File: config.mk
export PLATFORM = sky130hd
export DESIGN_NAME = host_bus_dual_cs_read_timing
export DESIGN_NICKNAME = d
export VERILOG_FILES = /design/src/rtl/host_bus_dual_cs_read_timing.v /design/src/rtl/host_bus_clk_div.v
export VERILOG_INCLUDE_DIRS = /design/src /design/src/rtl
export SDC_FILE = /design/constraint.sdc
export NUM_CORES = 1
export LEC_CHECK = 0
export ABC_AREA = 0
export BUFFER_PORTS_ARGS = -buffer_cell sky130_fd_sc_hd__buf_2
export CAP_MARGIN = 20
export CORE_MARGIN = 5
export CORE_UTILIZATION = 50
export CTS_CLUSTER_DIAMETER = 50
export DETAILED_ROUTE_END_ITERATION = 10
export PLACE_DENSITY = 0.72
export SETUP_SLACK_MARGIN = 0.15
export SYNTH_ARGS = -nofsm -noshare
export SYNTH_HDL_FRONTEND = slang
export SYNTH_SLANG_ARGS = --single-unit
File: constraint.sdc
create_clock -name clock_in -period 1.9 [get_ports clock_in]
set_input_delay 0.095 -clock clock_in [delete_from_list [all_inputs] [get_ports clock_in]]
set_output_delay 0.095 -clock clock_in [all_outputs]
set_load 0.01 [all_outputs]
File: src/rtl/host_bus_read_defs.vh
// Constants for the host-bus read chip-select sequencer
`ifndef HOST_BUS_READ_DEFS_VH
`define HOST_BUS_READ_DEFS_VH
`define SEL_CFG_ADDR_LATCH 2'h0
`define SEL_CFG_SINGLE     2'h1
`define SEL_CFG_DUAL       2'h2
`define SEL_CFG_LATCH_DUAL 2'h3
`define MODE_CONT_READ    2'h2
`define STROBE_BASE_CLKS  4'h2
`define STROBE_STEP_CLKS  4'h2
`define STROBE_CNT_ONE    4'h1
`define STROBE_CNT_ZERO   4'h0
`define CLK_DIV_DEFAULT   8'h01
`define CLK_CNT_ZERO      8'h00
`define CLK_CNT_ONE       8'h01
`endif

File: src/rtl/host_bus_dual_cs_read_timing.v
// Read strobe and chip-select sequencing of the host-bus memory interface
// How it works
// [RL1] With select field 2 (dual chip select) and continuous read, the first read asserts the other region's select with the strobe.
// [RL2] That wrong select drops at the next interface clock edge, where the addressed region's select rises.
// [RL3] The strobe stays asserted across the swap and its length counts from its first assertion.
// [RL4] Wait-state field 0 gives a two-clock strobe, one clock wrong select and one clock right select.
// [RL5] Further reads while output enable stays asserted assert only the addressed select.
// [RL6] Wait-state field 2 gives a six-clock strobe.
// [RL7] Software programs the wait-state one step above the peripheral's need to cover the lost clock.
// [RL8] Select field 0 is address-latch mode and 1 is single chip-select mode, beside the dual modes.
// [RL9] In every other configuration only the addressed select is asserted for the whole strobe.
`timescale 1ns/1ps
`include "host_bus_read_defs.vh"
module host_bus_dual_cs_read_timing
#(
  parameter [7:0] CLK_DIV = `CLK_DIV_DEFAULT
)
(
  input  wire       clock_in,
  input  wire       rst_n_in,
  input  wire [1:0] chip_select_config_field_in,
  input  wire [1:0] mode_field_in,
  input  wire [1:0] read_wait_state_field_in,
  input  wire       read_req_in,
  input  wire       region_sel_in,
  input  wire       read_end_in,
  output reg        read_ack_out,
  output reg        chip_select_zero_low_out,
  output reg        chip_select_one_low_out,
  output reg        read_strobe_low_out,
  output reg        output_enable_low_out,
  output reg        address_latch_out
);
  localparam [1:0] ST_IDLE   = 2'h0;
  localparam [1:0] ST_STROBE = 2'h1;
  localparam [1:0] ST_DONE   = 2'h2;

  // Registered state of the read sequence
  reg  [1:0] state_ff;
  reg  [3:0] count_ff;
  reg        region_ff;
  reg        wrong_ff;
  reg        oe_held_ff;

  // Next values; they only take effect on an interface clock tick
  reg  [1:0] nxt_state;
  reg  [3:0] nxt_count;
  reg        nxt_region;
  reg        nxt_wrong;
  reg        nxt_oe_held;
  reg        nxt_ack;
  reg        nxt_latch;
  reg        nxt_cs_zero_low;
  reg        nxt_cs_one_low;
  reg        nxt_strobe_low;
  reg        nxt_oe_low;

  wire       tick;
  wire       dual_cs;
  wire       latch_mode;
  wire       dual_cont;
  wire       first_wrong;
  wire       last_clk;
  wire       target;

  host_bus_clk_div u_div
  (
    .clock_in (clock_in),
    .rst_n_in (rst_n_in),
    .div_in   (CLK_DIV),
    .tick_out (tick)
  );

  // Strobe width in interface clocks: 0->2, 1->4, 2->6, 3->8
  function [3:0] strobe_clks;
    input [1:0] ws;
    begin
      strobe_clks = `STROBE_BASE_CLKS + {2'h0, ws} * `STROBE_STEP_CLKS; // RL4 RL6
    end
  endfunction

  // Active-low select of one region: low only when that region is the target
  function sel_low;
    input region;
    input target_region;
    begin
      sel_low = (region != target_region);
    end
  endfunction

  // Dual select encodings are 2 and 3; 0 and 1 drive one select only
  assign dual_cs     = (chip_select_config_field_in == `SEL_CFG_DUAL) ||
                       (chip_select_config_field_in == `SEL_CFG_LATCH_DUAL); // RL8
  assign latch_mode  = (chip_select_config_field_in == `SEL_CFG_ADDR_LATCH) ||
                       (chip_select_config_field_in == `SEL_CFG_LATCH_DUAL); // RL8
  assign dual_cont   = (chip_select_config_field_in == `SEL_CFG_DUAL) &&
                       (mode_field_in == `MODE_CONT_READ); // RL1
  // Output enable still low means the read continues a burst and is not the first
  assign first_wrong = dual_cont && !oe_held_ff; // RL1 RL5
  // Single select modes ignore the region bit: select zero is the device
  assign target      = dual_cs ? region_sel_in : 1'b0; // RL9
  assign last_clk    = (count_ff == `STROBE_CNT_ONE);

  always @*
  begin
    nxt_state       = state_ff;
    nxt_count       = count_ff;
    nxt_region      = region_ff;
    nxt_wrong       = wrong_ff;
    nxt_oe_held     = oe_held_ff;
    nxt_ack         = 1'b0;
    nxt_latch       = 1'b0;
    nxt_cs_zero_low = chip_select_zero_low_out;
    nxt_cs_one_low  = chip_select_one_low_out;
    nxt_strobe_low  = read_strobe_low_out;
    nxt_oe_low      = output_enable_low_out;
    case (state_ff)
      ST_IDLE:
      begin
        if (read_req_in)
        begin
          nxt_region     = target;
          nxt_count      = strobe_clks(read_wait_state_field_in); // RL4 RL6
          nxt_wrong      = first_wrong; // RL1
          nxt_strobe_low = 1'b0; // RL3
          nxt_oe_low     = 1'b0;
          nxt_oe_held    = 1'b1; // RL5
          nxt_latch      = latch_mode; // RL8
          if (first_wrong)
          begin
            // The other region's select goes out first, together with the strobe
            nxt_cs_zero_low = sel_low(1'b0, !target); // RL1
            nxt_cs_one_low  = sel_low(1'b1, !target); // RL1
          end
          else
          begin
            nxt_cs_zero_low = sel_low(1'b0, target); // RL5 RL9
            nxt_cs_one_low  = sel_low(1'b1, target); // RL5 RL9
          end
          nxt_state = ST_STROBE;
        end
        else if (read_end_in)
        begin
          nxt_oe_low  = 1'b1;
          nxt_oe_held = 1'b0;
        end
      end
      ST_STROBE:
      begin
        // Swap on the first tick; the strobe keeps counting through it
        if (wrong_ff)
        begin
          nxt_wrong       = 1'b0;
          nxt_cs_zero_low = sel_low(1'b0, region_ff); // RL2
          nxt_cs_one_low  = sel_low(1'b1, region_ff); // RL2
        end
        if (last_clk)
        begin
          nxt_strobe_low  = 1'b1; // RL3
          nxt_cs_zero_low = 1'b1;
          nxt_cs_one_low  = 1'b1;
          nxt_ack         = 1'b1;
          nxt_state       = ST_DONE;
        end
        else
        begin
          nxt_count = count_ff - `STROBE_CNT_ONE; // RL3
        end
      end
      ST_DONE:
      begin
        // A burst may end here or stay open for the next read
        if (read_end_in)
        begin
          nxt_oe_low  = 1'b1;
          nxt_oe_held = 1'b0;
        end
        nxt_state = ST_IDLE;
      end
      default:
      begin
        nxt_state = ST_IDLE;
      end
    endcase
  end

  always @(posedge clock_in)
  begin
    if (!rst_n_in)
    begin
      // Bus idles with every strobe and select released
      state_ff                 <= ST_IDLE;
      count_ff                 <= `STROBE_CNT_ZERO;
      region_ff                <= 1'b0;
      wrong_ff                 <= 1'b0;
      oe_held_ff               <= 1'b0;
      read_ack_out             <= 1'b0;
      chip_select_zero_low_out <= 1'b1;
      chip_select_one_low_out  <= 1'b1;
      read_strobe_low_out      <= 1'b1;
      output_enable_low_out    <= 1'b1;
      address_latch_out        <= 1'b0;
    end
    else if (tick)
    begin
      // Everything on the bus moves on the interface clock only
      state_ff                 <= nxt_state;
      count_ff                 <= nxt_count;
      region_ff                <= nxt_region;
      wrong_ff                 <= nxt_wrong;
      oe_held_ff               <= nxt_oe_held;
      read_ack_out             <= nxt_ack;
      chip_select_zero_low_out <= nxt_cs_zero_low;
      chip_select_one_low_out  <= nxt_cs_one_low;
      read_strobe_low_out      <= nxt_strobe_low;
      output_enable_low_out    <= nxt_oe_low;
      address_latch_out        <= nxt_latch;
    end
    else
    begin
      // Ack stays one system clock wide when the interface clock is slower
      read_ack_out <= 1'b0;
    end
  end
endmodule // host_bus_dual_cs_read_timing

File: src/rtl/host_bus_clk_div.v
// Interface clock enable divider
`timescale 1ns/1ps
module host_bus_clk_div
(
  input  wire       clock_in,
  input  wire       rst_n_in,
  input  wire [7:0] div_in,
  output reg        tick_out
);
  `include "host_bus_read_defs.vh"
  reg  [7:0] cnt_ff;
  wire [7:0] nxt_cnt;
  // Divide of zero ticks on every clock so the strobe timing never stalls
  assign nxt_cnt = (cnt_ff >= div_in || div_in == `CLK_CNT_ZERO) ? `CLK_CNT_ZERO : cnt_ff + `CLK_CNT_ONE;
  always @(posedge clock_in)
  begin
    if (!rst_n_in)
    begin
      cnt_ff   <= `CLK_CNT_ZERO;
      tick_out <= 1'b0;
    end
    else
    begin
      cnt_ff   <= nxt_cnt;
      tick_out <= (nxt_cnt == `CLK_CNT_ZERO);
    end
  end
endmodule // host_bus_clk_div

==> flow_summary.toml, run 1 <==
[synthesis]
ys_ff_latch = 24
synthSimpleGateAreaFrac = 0.221
yosys.area_share.adder = 0.0937
synth_top_flop_cell = "dfxtp_1"
synthDistinctLibCells = 38
synthArstFlopShare = 0
yosysWarnings = 0
synth_compound_area_frac = 0.169
synth_edf_count = 0
postSynthCellCount = 119
post_synth.cell_area_avg_sq_um = 8.98
synthMuxAreaShare = 0
netlist_area_sq_um = 1070
yosysSeqAreaShare = 0.450
synth_xor_area_frac = 0.0164
synth_top_family_by_area = "simple AND/OR/NAND/NOR gates"

[pwr]
power_density_nw_per_um2 = 741
max-vdd-ir-drop_v = 0.000459
power.leakage_nw = 0.511
p_total_uw = 912

[min_path]
whs_endpoint = "read_strobe_low_out$_SDFFE_PN1P_"
holdPathStages = 2
holdCritStartpoint = "rst_n_in"
hold_path_class = "input port to register"

[grt]
grt_pass1_vias = 888
grt_usage = 0.146
gr-total-overflow = 0
antenna_found_initial = 0
grt_max_degree = 13
grt_pass1_wl_microns = 3660

[route]
via_per_inst = 5.45
routed_wl_microns = 2190
num_vias = 916
drt_iter0_drc = 17
wl_per_cell_microns = 13.0
first_pass_iters = 4
ant_nets = 0
drcViolationCount = 0

[cts]
path_clk_slew_ns = 0.12
cts_tree = "built"
worstSkewPairLatency_ns = 0.30
cts_root_buf = "clkbuf_4"
cts_buffers = 3
h-tree-depth = 1
cts_setup_buffers = 0
clock_path_buffers = 2
cts_sinks = 24

[placement]
io_buffers = 16
routabilityCongestion = 0.779
place_hpwl_microns = 1690
dp_slack_ns = 0.284
dp.cells = 165
postPlaceCellArea_sq_um = 1200

[floorplan]
die-area_sq_um = 3160
row_count = 16
pin_count = 17
initial_core_util = 0.534
die_w_microns = 56.2
fp.coreArea_sq_um = 2000
die_h_microns = 56.2

[worst_setup_path]
rr_endpoint = "chip_select_one_low_out$_SDFFE_PN1P_"
worst_setup_path_start_kind = "register"
critPathKind = "register to register"
rrSetupSlack_ns = 0.26
r2r_cells = 6
crit_fanout = 5
critPathCaptureType = "register"
r2r_start = "count_ff[1]$_SDFFE_PN0P_"
critPathRequiredTime_ns = 2.10
arrival_ns = 1.84

[layout]
area_growth_syn_to_layout_pct = 15.2
stdcell_count = 168
final_util = 0.615
nNetsFinal = 162
final_cell_area_sq_um = 1230
drive_gt1_frac = 0.163
diodes = 0

[timing]
setup_slack_ns = 0.263
clock_skew_ns = 0.00570
setup_viol = 0
fin_crit_sh = 0.862
finalHoldViolCount = 0
fmax_ghz = 0.611
rsz0062_at_grt = "false"
slew_violations = 0
finalCriticalPeriod_ns = 1.64
fin_tns_setup_ns = 0
hold_slack_ns = 0.0411

[run_status]
run_status = "finished, final reports clean"

[flow_run]
drv_cap = 0
==> Yosys cell counts, types with 2 or more instances <==
| library cell | instances | share of area |
|---|---|---|
| nor4_1 | 2 | 0.012 |
| o21ai_1 | 2 | 0.0094 |
| o21a_1 | 2 | 0.014 |
| nand2b_1 | 2 | 0.012 |
| xnor2_1 | 2 | 0.016 |
| a22oi_1 | 2 | 0.014 |
| nand2_1 | 8 | 0.028 |
| nor2_1 | 13 | 0.046 |
| dfxtp_1 | 24 | 0.45 |
| clkbuf_1 | 2 | 0.0070 |
| a21oi_1 | 12 | 0.056 |
| or3_1 | 2 | 0.012 |
| nor3_1 | 4 | 0.019 |
| inv_1 | 9 | 0.032 |
| nand3_1 | 3 | 0.014 |
| ha_1 | 8 | 0.094 |
==> kinds of logic (layout without fill, tap and decap cells) <==
family | after synthesis | after routing
fa+ha+maj | 8 | 8
simple gates | 43 | 43
buf+inv | 13 | 31
compound gates | 28 | 28
other cells | 1 | 5
xor+xnor | 2 | 2
flops | 24 | 24
==> worst max-delay path by stage <==
| stage | from | end | slack [ns] | depth (start not counted) |
|---|---|---|---|---|
| after floorplan | count_ff[1]$_SDFFE_PN0P_ | chip_select_one_low_out$_SDFFE_PN1P_ | 0.38 | 6 |
| after global placement | count_ff[1]$_SDFFE_PN0P_ | chip_select_one_low_out$_SDFFE_PN1P_ | 0.35 | 6 |
| after detailed placement | count_ff[1]$_SDFFE_PN0P_ | chip_select_one_low_out$_SDFFE_PN1P_ | 0.28 | 6 |
| after CTS | count_ff[1]$_SDFFE_PN0P_ | chip_select_one_low_out$_SDFFE_PN1P_ | 0.26 | 6 |
| after global routing | count_ff[1]$_SDFFE_PN0P_ | chip_select_one_low_out$_SDFFE_PN1P_ | 0.20 | 5 |
| final | count_ff[1]$_SDFFE_PN0P_ | chip_select_one_low_out$_SDFFE_PN1P_ | 0.26 | 6 |
==> sequential cells by signal, summed over array words and instances, names as in the netlist <==
signal and cells:
address_latch_out 1, chip_select_one_low_out 1, chip_select_zero_low_out 1, count_ff 4, oe_held_ff 1, output_enable_low_out 1, read_ack_out 1, read_strobe_low_out 1
region_ff 1, state_ff 2, u_div.cnt_ff 8, u_div.tick_out 1, wrong_ff 1
==> layout by cell type (no fill, tap or decap), types with 2 or more instances in the layout <==
cell,instances
dfxtp_1,24
buf_2,16
nor2_1,13
a21oi_1,12
inv_1,9
nand2_1,8
ha_1,8
conb_1,5
nor3_1,4
nand3_1,3
clkbuf_4,3
nor4_1,2
nand2b_1,2
o21ai_1,2
o21a_1,2
xnor2_1,2
or3_1,2
a22oi_1,2
buf_4,2
==> worst max-delay path, cell delays in order, from the launching register on <==
cell and delay [ns]:
dfxtp_1 0.37, inv_1 0.07, ha_1 0.18, nor3b_1 0.18, or3_1 0.33, a211o_1 0.30
o41a_1 0.11
==> repair_timing <==
action	4_1_cts	5_1_grt
endpoints found under the setup margin	0	1
hold endpoints to repair	0	0
hold buffers	0	0
gates resized for setup	0	1
==> layer usage <==
metal | up-vias | track usage | routed length [microns]
li1 | 462 | - | -
met1 | 437 | 0.174 | 982
met5 | - | 0 | 0
met4 | 0 | 0.0576 | 16
met2 | 15 | 0.245 | 1100
met3 | 2 | 0.0394 | 87
==> layout make-up <==
cell class	count	area, sq um
Clock buffer	3	22.5
Fill cell	192	771
Inverter	10	37.5
Multi-Input combinational cell	86	562
Sequential cell	24	480
Tap cell	27	33.8
Timing Repair Buffer	18	95.1
==> power by group <==
group	switching [mW]	leakage (nW)	internal, mW
sequential	0.0201	0.197	0.530
combinational	0.0848	0.300	0.0666
clock	0.137	0.0138	0.0739
No activity file was read; power rests on OpenSTA's default activity.
==> run 2, diff against run 1 <==
--- a/config.mk
+++ b/config.mk
@@ -11,6 +11,7 @@
 export CAP_MARGIN = 20
 export CORE_MARGIN = 5
 export CORE_UTILIZATION = 50
+export CTS_BUF_LIST = sky130_fd_sc_hd__clkbuf_16
 export CTS_CLUSTER_DIAMETER = 50
 export DETAILED_ROUTE_END_ITERATION = 10
 export PLACE_DENSITY = 0.72
==> flow_summary.toml, run 2 (same netlist as run 1, synthesis figures left out) <==
[run_status]
run_status = "finished, final reports clean"

[placement]
dp_slack_ns = 0.284
routabilityCongestion = 0.779
io_buffers = 16
dp.cells = 165
place_hpwl_microns = 1690

[floorplan]
die_h_microns = 56.2
row_count = 16
pin_count = 17
fp.coreArea_sq_um = 2000
die_w_microns = 56.2
die-area_sq_um = 3160
initial_core_util = 0.534

[pwr]
pwr-share-clk = 0.389
p_int_uw = 875
pwr-share-seq = 0.479
power.leakage_nw = 0.535
power_density_nw_per_um2 = 895
power.switching_uw = 274
combPwrFrac = 0.132
max-vdd-ir-drop_v = 0.000657
p_sw_frac = 0.239

[cts]
cts_tree = "built"
clock_path_buffers = 2
worstSkewPairLatency_ns = 0.26
h-tree-depth = 1
cts_hold_buffers = 0
cts_buffers = 3
path_clk_slew_ns = 0.06
cts_sinks = 24
cts_root_buf = "clkbuf_16"

[layout]
regMostFlops = "u_div.cnt_ff"
area_growth_syn_to_layout_pct = 20.1
diodes = 0
drive_gt1_frac = 0.163
final_cell_mix = "dfxtp_1, buf_2, nor2_1"
largest_reg_flops = 8
stdcell_count = 168
top_regs = "u_div.cnt_ff (8), count_ff (4), state_ff (2)"
layout_commonest_cell = "dfxtp_1"
fill_cells = 182
nNetsFinal = 162
final_util = 0.641

[worst_setup_path]
arrival_ns = 1.77
path_cells = "inv_1 > ha_1 > nor3b_1 > or3_1 > a211o_1 > o41a_1"
critPathCaptureType = "register"
cp_top_family = "simple AND/OR/NAND/NOR gates"
crit_fanout = 5
max_stage_delay_ns = 0.35
worst_setup_path_start_kind = "register"
path_depth = 6
rrSetupSlack_ns = 0.27
critPathKind = "register to register"
critPathRequiredTime_ns = 2.04
critPathSlowestCell = "dfxtp_1"
crit_buf_inv = 1
r2r_cells = 6

[grt]
grt_pass1_vias = 882
grt_usage = 0.144
antenna_found_initial = 0
grt_pass1_wl_microns = 3640
grt_max_degree = 13
gr-total-overflow = 0

[timing]
fin_crit_sh = 0.860
slew_violations = 0
setup_viol = 0
setup_slack_ns = 0.266
finalCriticalPeriod_ns = 1.63
hold_slack_ns = 0.0934
rsz0062_at_grt = "false"
finalHoldViolCount = 0
fmax_ghz = 0.612
fin_tns_setup_ns = 0
clock_skew_ns = 0.00310

[route]
ant_nets = 0
routed_wl_microns = 2250
num_vias = 929
wl_per_cell_microns = 13.4
drcViolationCount = 0
first_pass_iters = 4
via_per_inst = 5.53
drt_iter0_drc = 15

[min_path]
holdPathStages = 2
hold_path_class = "input port to register"

[flow_run]
drv_cap = 0
## run 2: changes by cell type in the layout (fill, tap and decap cells not counted)
cell	change
clkbuf_16	+3
clkbuf_4	-3
## run 2: what timing repair did
action                     4_1_cts  5_1_grt
buffers inserted                 0        0
resized for setup                0        1
setup endpoints to repair        0        1
## run 2: metal layers
layer / up-vias / global-route usage / part of all wire
met5: - / 0 / 0
li1: 461 / - / -
met2: 31 / 0.247 / 0.50
met3: 5 / 0.0394 / 0.060
met1: 432 / 0.172 / 0.43
met4: 0 / 0.0475 / 0.013
## run 2: power groups by stage
stage	combinational [mW]	sequential, mW	clock (mW)
after floorplan	0.0981	0.560	0
after global placement	0.144	0.559	0
after detailed placement	0.148	0.560	0
after CTS	0.149	0.549	0.452
after global routing	0.168	0.554	0.475
final	0.151	0.550	0.447
## run 2: layout make-up
| cell class | count | area (sq um) | area share |
|---|---|---|---|
| flip-flops and latches | 24 | 480 | 0.374 |
| multi-input cells | 86 | 562 | 0.438 |
| well taps | 27 | 33.8 | 0.0263 |
| repair buffers | 18 | 95.1 | 0.0741 |
| clock buffers | 3 | 75.1 | 0.0585 |
| inverters | 10 | 37.5 | 0.0292 |
## run 2: path summary, 6_finish.rpt
| path | endpoint | startpoint |
|---|---|---|
| setup / recovery | chip_select_one_low_out$_SDFFE_PN1P_ | count_ff[1]$_SDFFE_PN0P_ |
| hold / removal | read_strobe_low_out$_SDFFE_PN1P_ | rst_n_in |
| setup reg to reg | chip_select_one_low_out$_SDFFE_PN1P_ | count_ff[1]$_SDFFE_PN0P_ |
| hold reg to reg | read_strobe_low_out$_SDFFE_PN1P_ | read_strobe_low_out$_SDFFE_PN1P_ |
## run 2: per-stage QoR
stage	power [mW]	area, sq um
6_report	1.15	1280
3_3_place_gp	0.703	1200
4_1_cts	1.15	1270
5_1_grt	1.20	1280
2_1_floorplan	0.658	1080
3_5_place_dp	0.708	1200
==> run 3, diff against run 2 <==
--- a/config.mk
+++ b/config.mk
@@ -6,16 +6,16 @@
 export SDC_FILE = /design/constraint.sdc
 export NUM_CORES = 1
 export LEC_CHECK = 0
-export ABC_AREA = 0
 export BUFFER_PORTS_ARGS = -buffer_cell sky130_fd_sc_hd__buf_2
 export CAP_MARGIN = 20
+export CORE_ASPECT_RATIO = 0.6
 export CORE_MARGIN = 5
-export CORE_UTILIZATION = 50
+export CORE_UTILIZATION = 35
 export CTS_BUF_LIST = sky130_fd_sc_hd__clkbuf_16
 export CTS_CLUSTER_DIAMETER = 50
 export DETAILED_ROUTE_END_ITERATION = 10
-export PLACE_DENSITY = 0.72
 export SETUP_SLACK_MARGIN = 0.15
 export SYNTH_ARGS = -nofsm -noshare
 export SYNTH_HDL_FRONTEND = slang
+export SYNTH_HIERARCHICAL = 1
 export SYNTH_SLANG_ARGS = --single-unit
==> flow_summary.toml, run 3 <==
[worst_setup_path]
r2r_start = "u_div/cnt_ff[6]$_SDFF_PN0_"
timing.critical_path.to = "u_div/cnt_ff[6]$_SDFF_PN0_"
critPathKind = "register to register"
arrival_ns = 1.79
startpoint = "u_div/cnt_ff[6]$_SDFF_PN0_"
critPathCaptureType = "register"
critPathRequiredTime_ns = 2.08
r2r_cells = 6
worst_setup_path_start_kind = "register"
rr_endpoint = "u_div/cnt_ff[6]$_SDFF_PN0_"
crit_fanout = 8
rrSetupSlack_ns = 0.29

[timing]
worst_slew_pin_slew_ns = 0.555
hold_slack_ns = 0.150
setup_viol = 0
fin_crit_sh = 0.849
relSlewSlack = 0.628
fmax_ghz = 0.620
finalCriticalPeriod_ns = 1.61
fin_tns_setup_ns = 0
slew_violations = 0
clock_skew_ns = 0.00513
rsz0062_at_grt = "false"
finalHoldViolCount = 0

[cts]
path_clk_slew_ns = 0.06
cts_buffers = 3
cts_sinks = 24
h-tree-depth = 1
worstSkewPairLatency_ns = 0.26
cts_tree = "built"
cts_hold_buffers = 0
clock_path_buffers = 2
cts_root_buf = "clkbuf_16"

[synthesis]
synth_top_area_share = 0.338
synth_top_area_cell = "dfxtp_1"
synth_edf_count = 0
ys_top_cells_by_area = "dfxtp_1, ha_1, nor2_1, inv_1, a21oi_1"
yosysWarnings = 6
ys_ff_latch = 24
synthArstFlopShare = 0
synthDistinctLibCells = 49
netlist_top_cells_count = "dfxtp_1, nor2_1, inv_1"
postSynthCellCount = 167
synth_top_flop_cell = "dfxtp_1"
netlist_area_sq_um = 1420
yosysSeqAreaShare = 0.338
yosysMostFrequentCell = "dfxtp_1"
post_synth.cell_area_avg_sq_um = 8.50

[floorplan]
fp.coreArea_sq_um = 3790
pin_count = 17
initial_core_util = 0.375
die_w_microns = 92.2
die-area_sq_um = 5470
row_count = 17
die_h_microns = 59.3

[placement]
dp.cells = 242
io_buffers = 16
place_hpwl_microns = 2430
routabilityCongestion = 0.765

[layout]
area_growth_syn_to_layout_pct = 21.3
drive_gt1_frac = 0.181
regMostFlops = "u_div/cnt_ff"
nNetsFinal = 225
stdcell_count = 246
largest_reg_flops = 8
fill_cells = 392
final_cell_mix = "nor2_1, dfxtp_1, inv_1"
top_regs = "u_div/cnt_ff (8), count_ff (4), state_ff (2)"
diodes = 0

[flow_run]
drv_cap = 0

[min_path]
hold_path_class = "input port to register"

[route]
first_pass_iters = 4
routed_wl_microns = 3070
ant_nets = 0
drt_iter0_drc = 85
wl_per_cell_microns = 12.5
num_vias = 1171
drcViolationCount = 0
via_per_inst = 4.76

[grt]
grt_max_degree = 15
antenna_found_initial = 0
grt_pass1_wl_microns = 5210
grt_pass1_vias = 1056
grt_usage = 0.120
gr-total-overflow = 0

[pwr]
p_total_mw = 1.35
max-vdd-ir-drop_v = 0.000433
power_density_nw_per_um2 = 781
power.leakage_nw = 0.715

[run_status]
run_status = "finished, final reports clean"
## run 3: cell count changes after synthesis, sizes merged, moves of 3 or more
cell / change
ha: +6
inv: +7
nand3: +5
nor2: +11
o21ai: +4
xor2: +3
## run 3: where the power goes
part	internal (mW)	switching (mW)
Sequential	0.526	0.0228
Combinational	0.0753	0.126
Clock	0.419	0.178
Total	1.02	0.327
## run 3: timing repair
action,CTS,global route
setup endpoints to repair,0,8
buffers inserted,0,0
gates resized for setup,0,3
## run 3: per-stage QoR
stage / util / instance area, sq um / setup WS, ns
2_1_floorplan: - / 1470 / 0.466
3_3_place_gp: 0.422 / 1600 / 0.189
3_5_place_dp: 0.422 / 1600 / 0.184
4_1_cts: 0.450 / 1700 / 0.172
5_1_grt: 0.455 / 1720 / 0.212
6_report: 0.455 / 1720 / 0.287
## run 3: layout make-up
type                            instances  area, sq um  share of cell area
Timing Repair Buffer                   17         87.6              0.0508
Tap cell                               47         58.8              0.0341
Sequential cell                        24          482               0.280
Clock inverter                          1         30.0              0.0174
Inverter                               18         67.6              0.0392
Multi-Input combinational cell        136          922               0.535
Clock buffer                            3         75.1              0.0436
## run 3: cells by family after synthesis
family                   after synthesis  synth area share
flip-flops                            24             0.338
AO/OA/AOI/OAI                         34             0.174
multiplexers                           2            0.0176
buffers and inverters                 21            0.0626
AND/OR/NAND/NOR                       63             0.236
other                                  2           0.00529
XOR/XNOR                               7            0.0432
adder cells (fa/ha/maj)               14             0.123
## run 3: worst max-delay path, stage by stage (launching register included)
cell and delay (ns):
dfxtp_2 0.36, ha_1 0.27, a21oi_2 0.14, nand2_1 0.10, a221oi_4 0.35, nand3_4 0.18
nor2_1 0.15
## run 3: worst min-delay path by stage
stage,cells after the start,to,from,slack [ns]
global route,2,output_enable_low_out$_SDFFE_PN1P_,rst_n_in,0.17
finish,2,output_enable_low_out$_SDFFE_PN1P_,rst_n_in,0.15
floorplan,1,output_enable_low_out$_SDFFE_PN1P_,rst_n_in,0.17
CTS,2,output_enable_low_out$_SDFFE_PN1P_,rst_n_in,0.14
global placement,2,output_enable_low_out$_SDFFE_PN1P_,rst_n_in,0.41
detailed placement,2,output_enable_low_out$_SDFFE_PN1P_,rst_n_in,0.41
## run 3: routing by layer
layer | global-route usage | up-vias | routed length (microns)
li1 | - | 632 | -
met1 | 0.202 | 506 | 1870
met2 | 0.140 | 31 | 969
met3 | 0.0381 | 2 | 225
met4 | 0.0190 | 0 | 11
met5 | 0 | - | 0
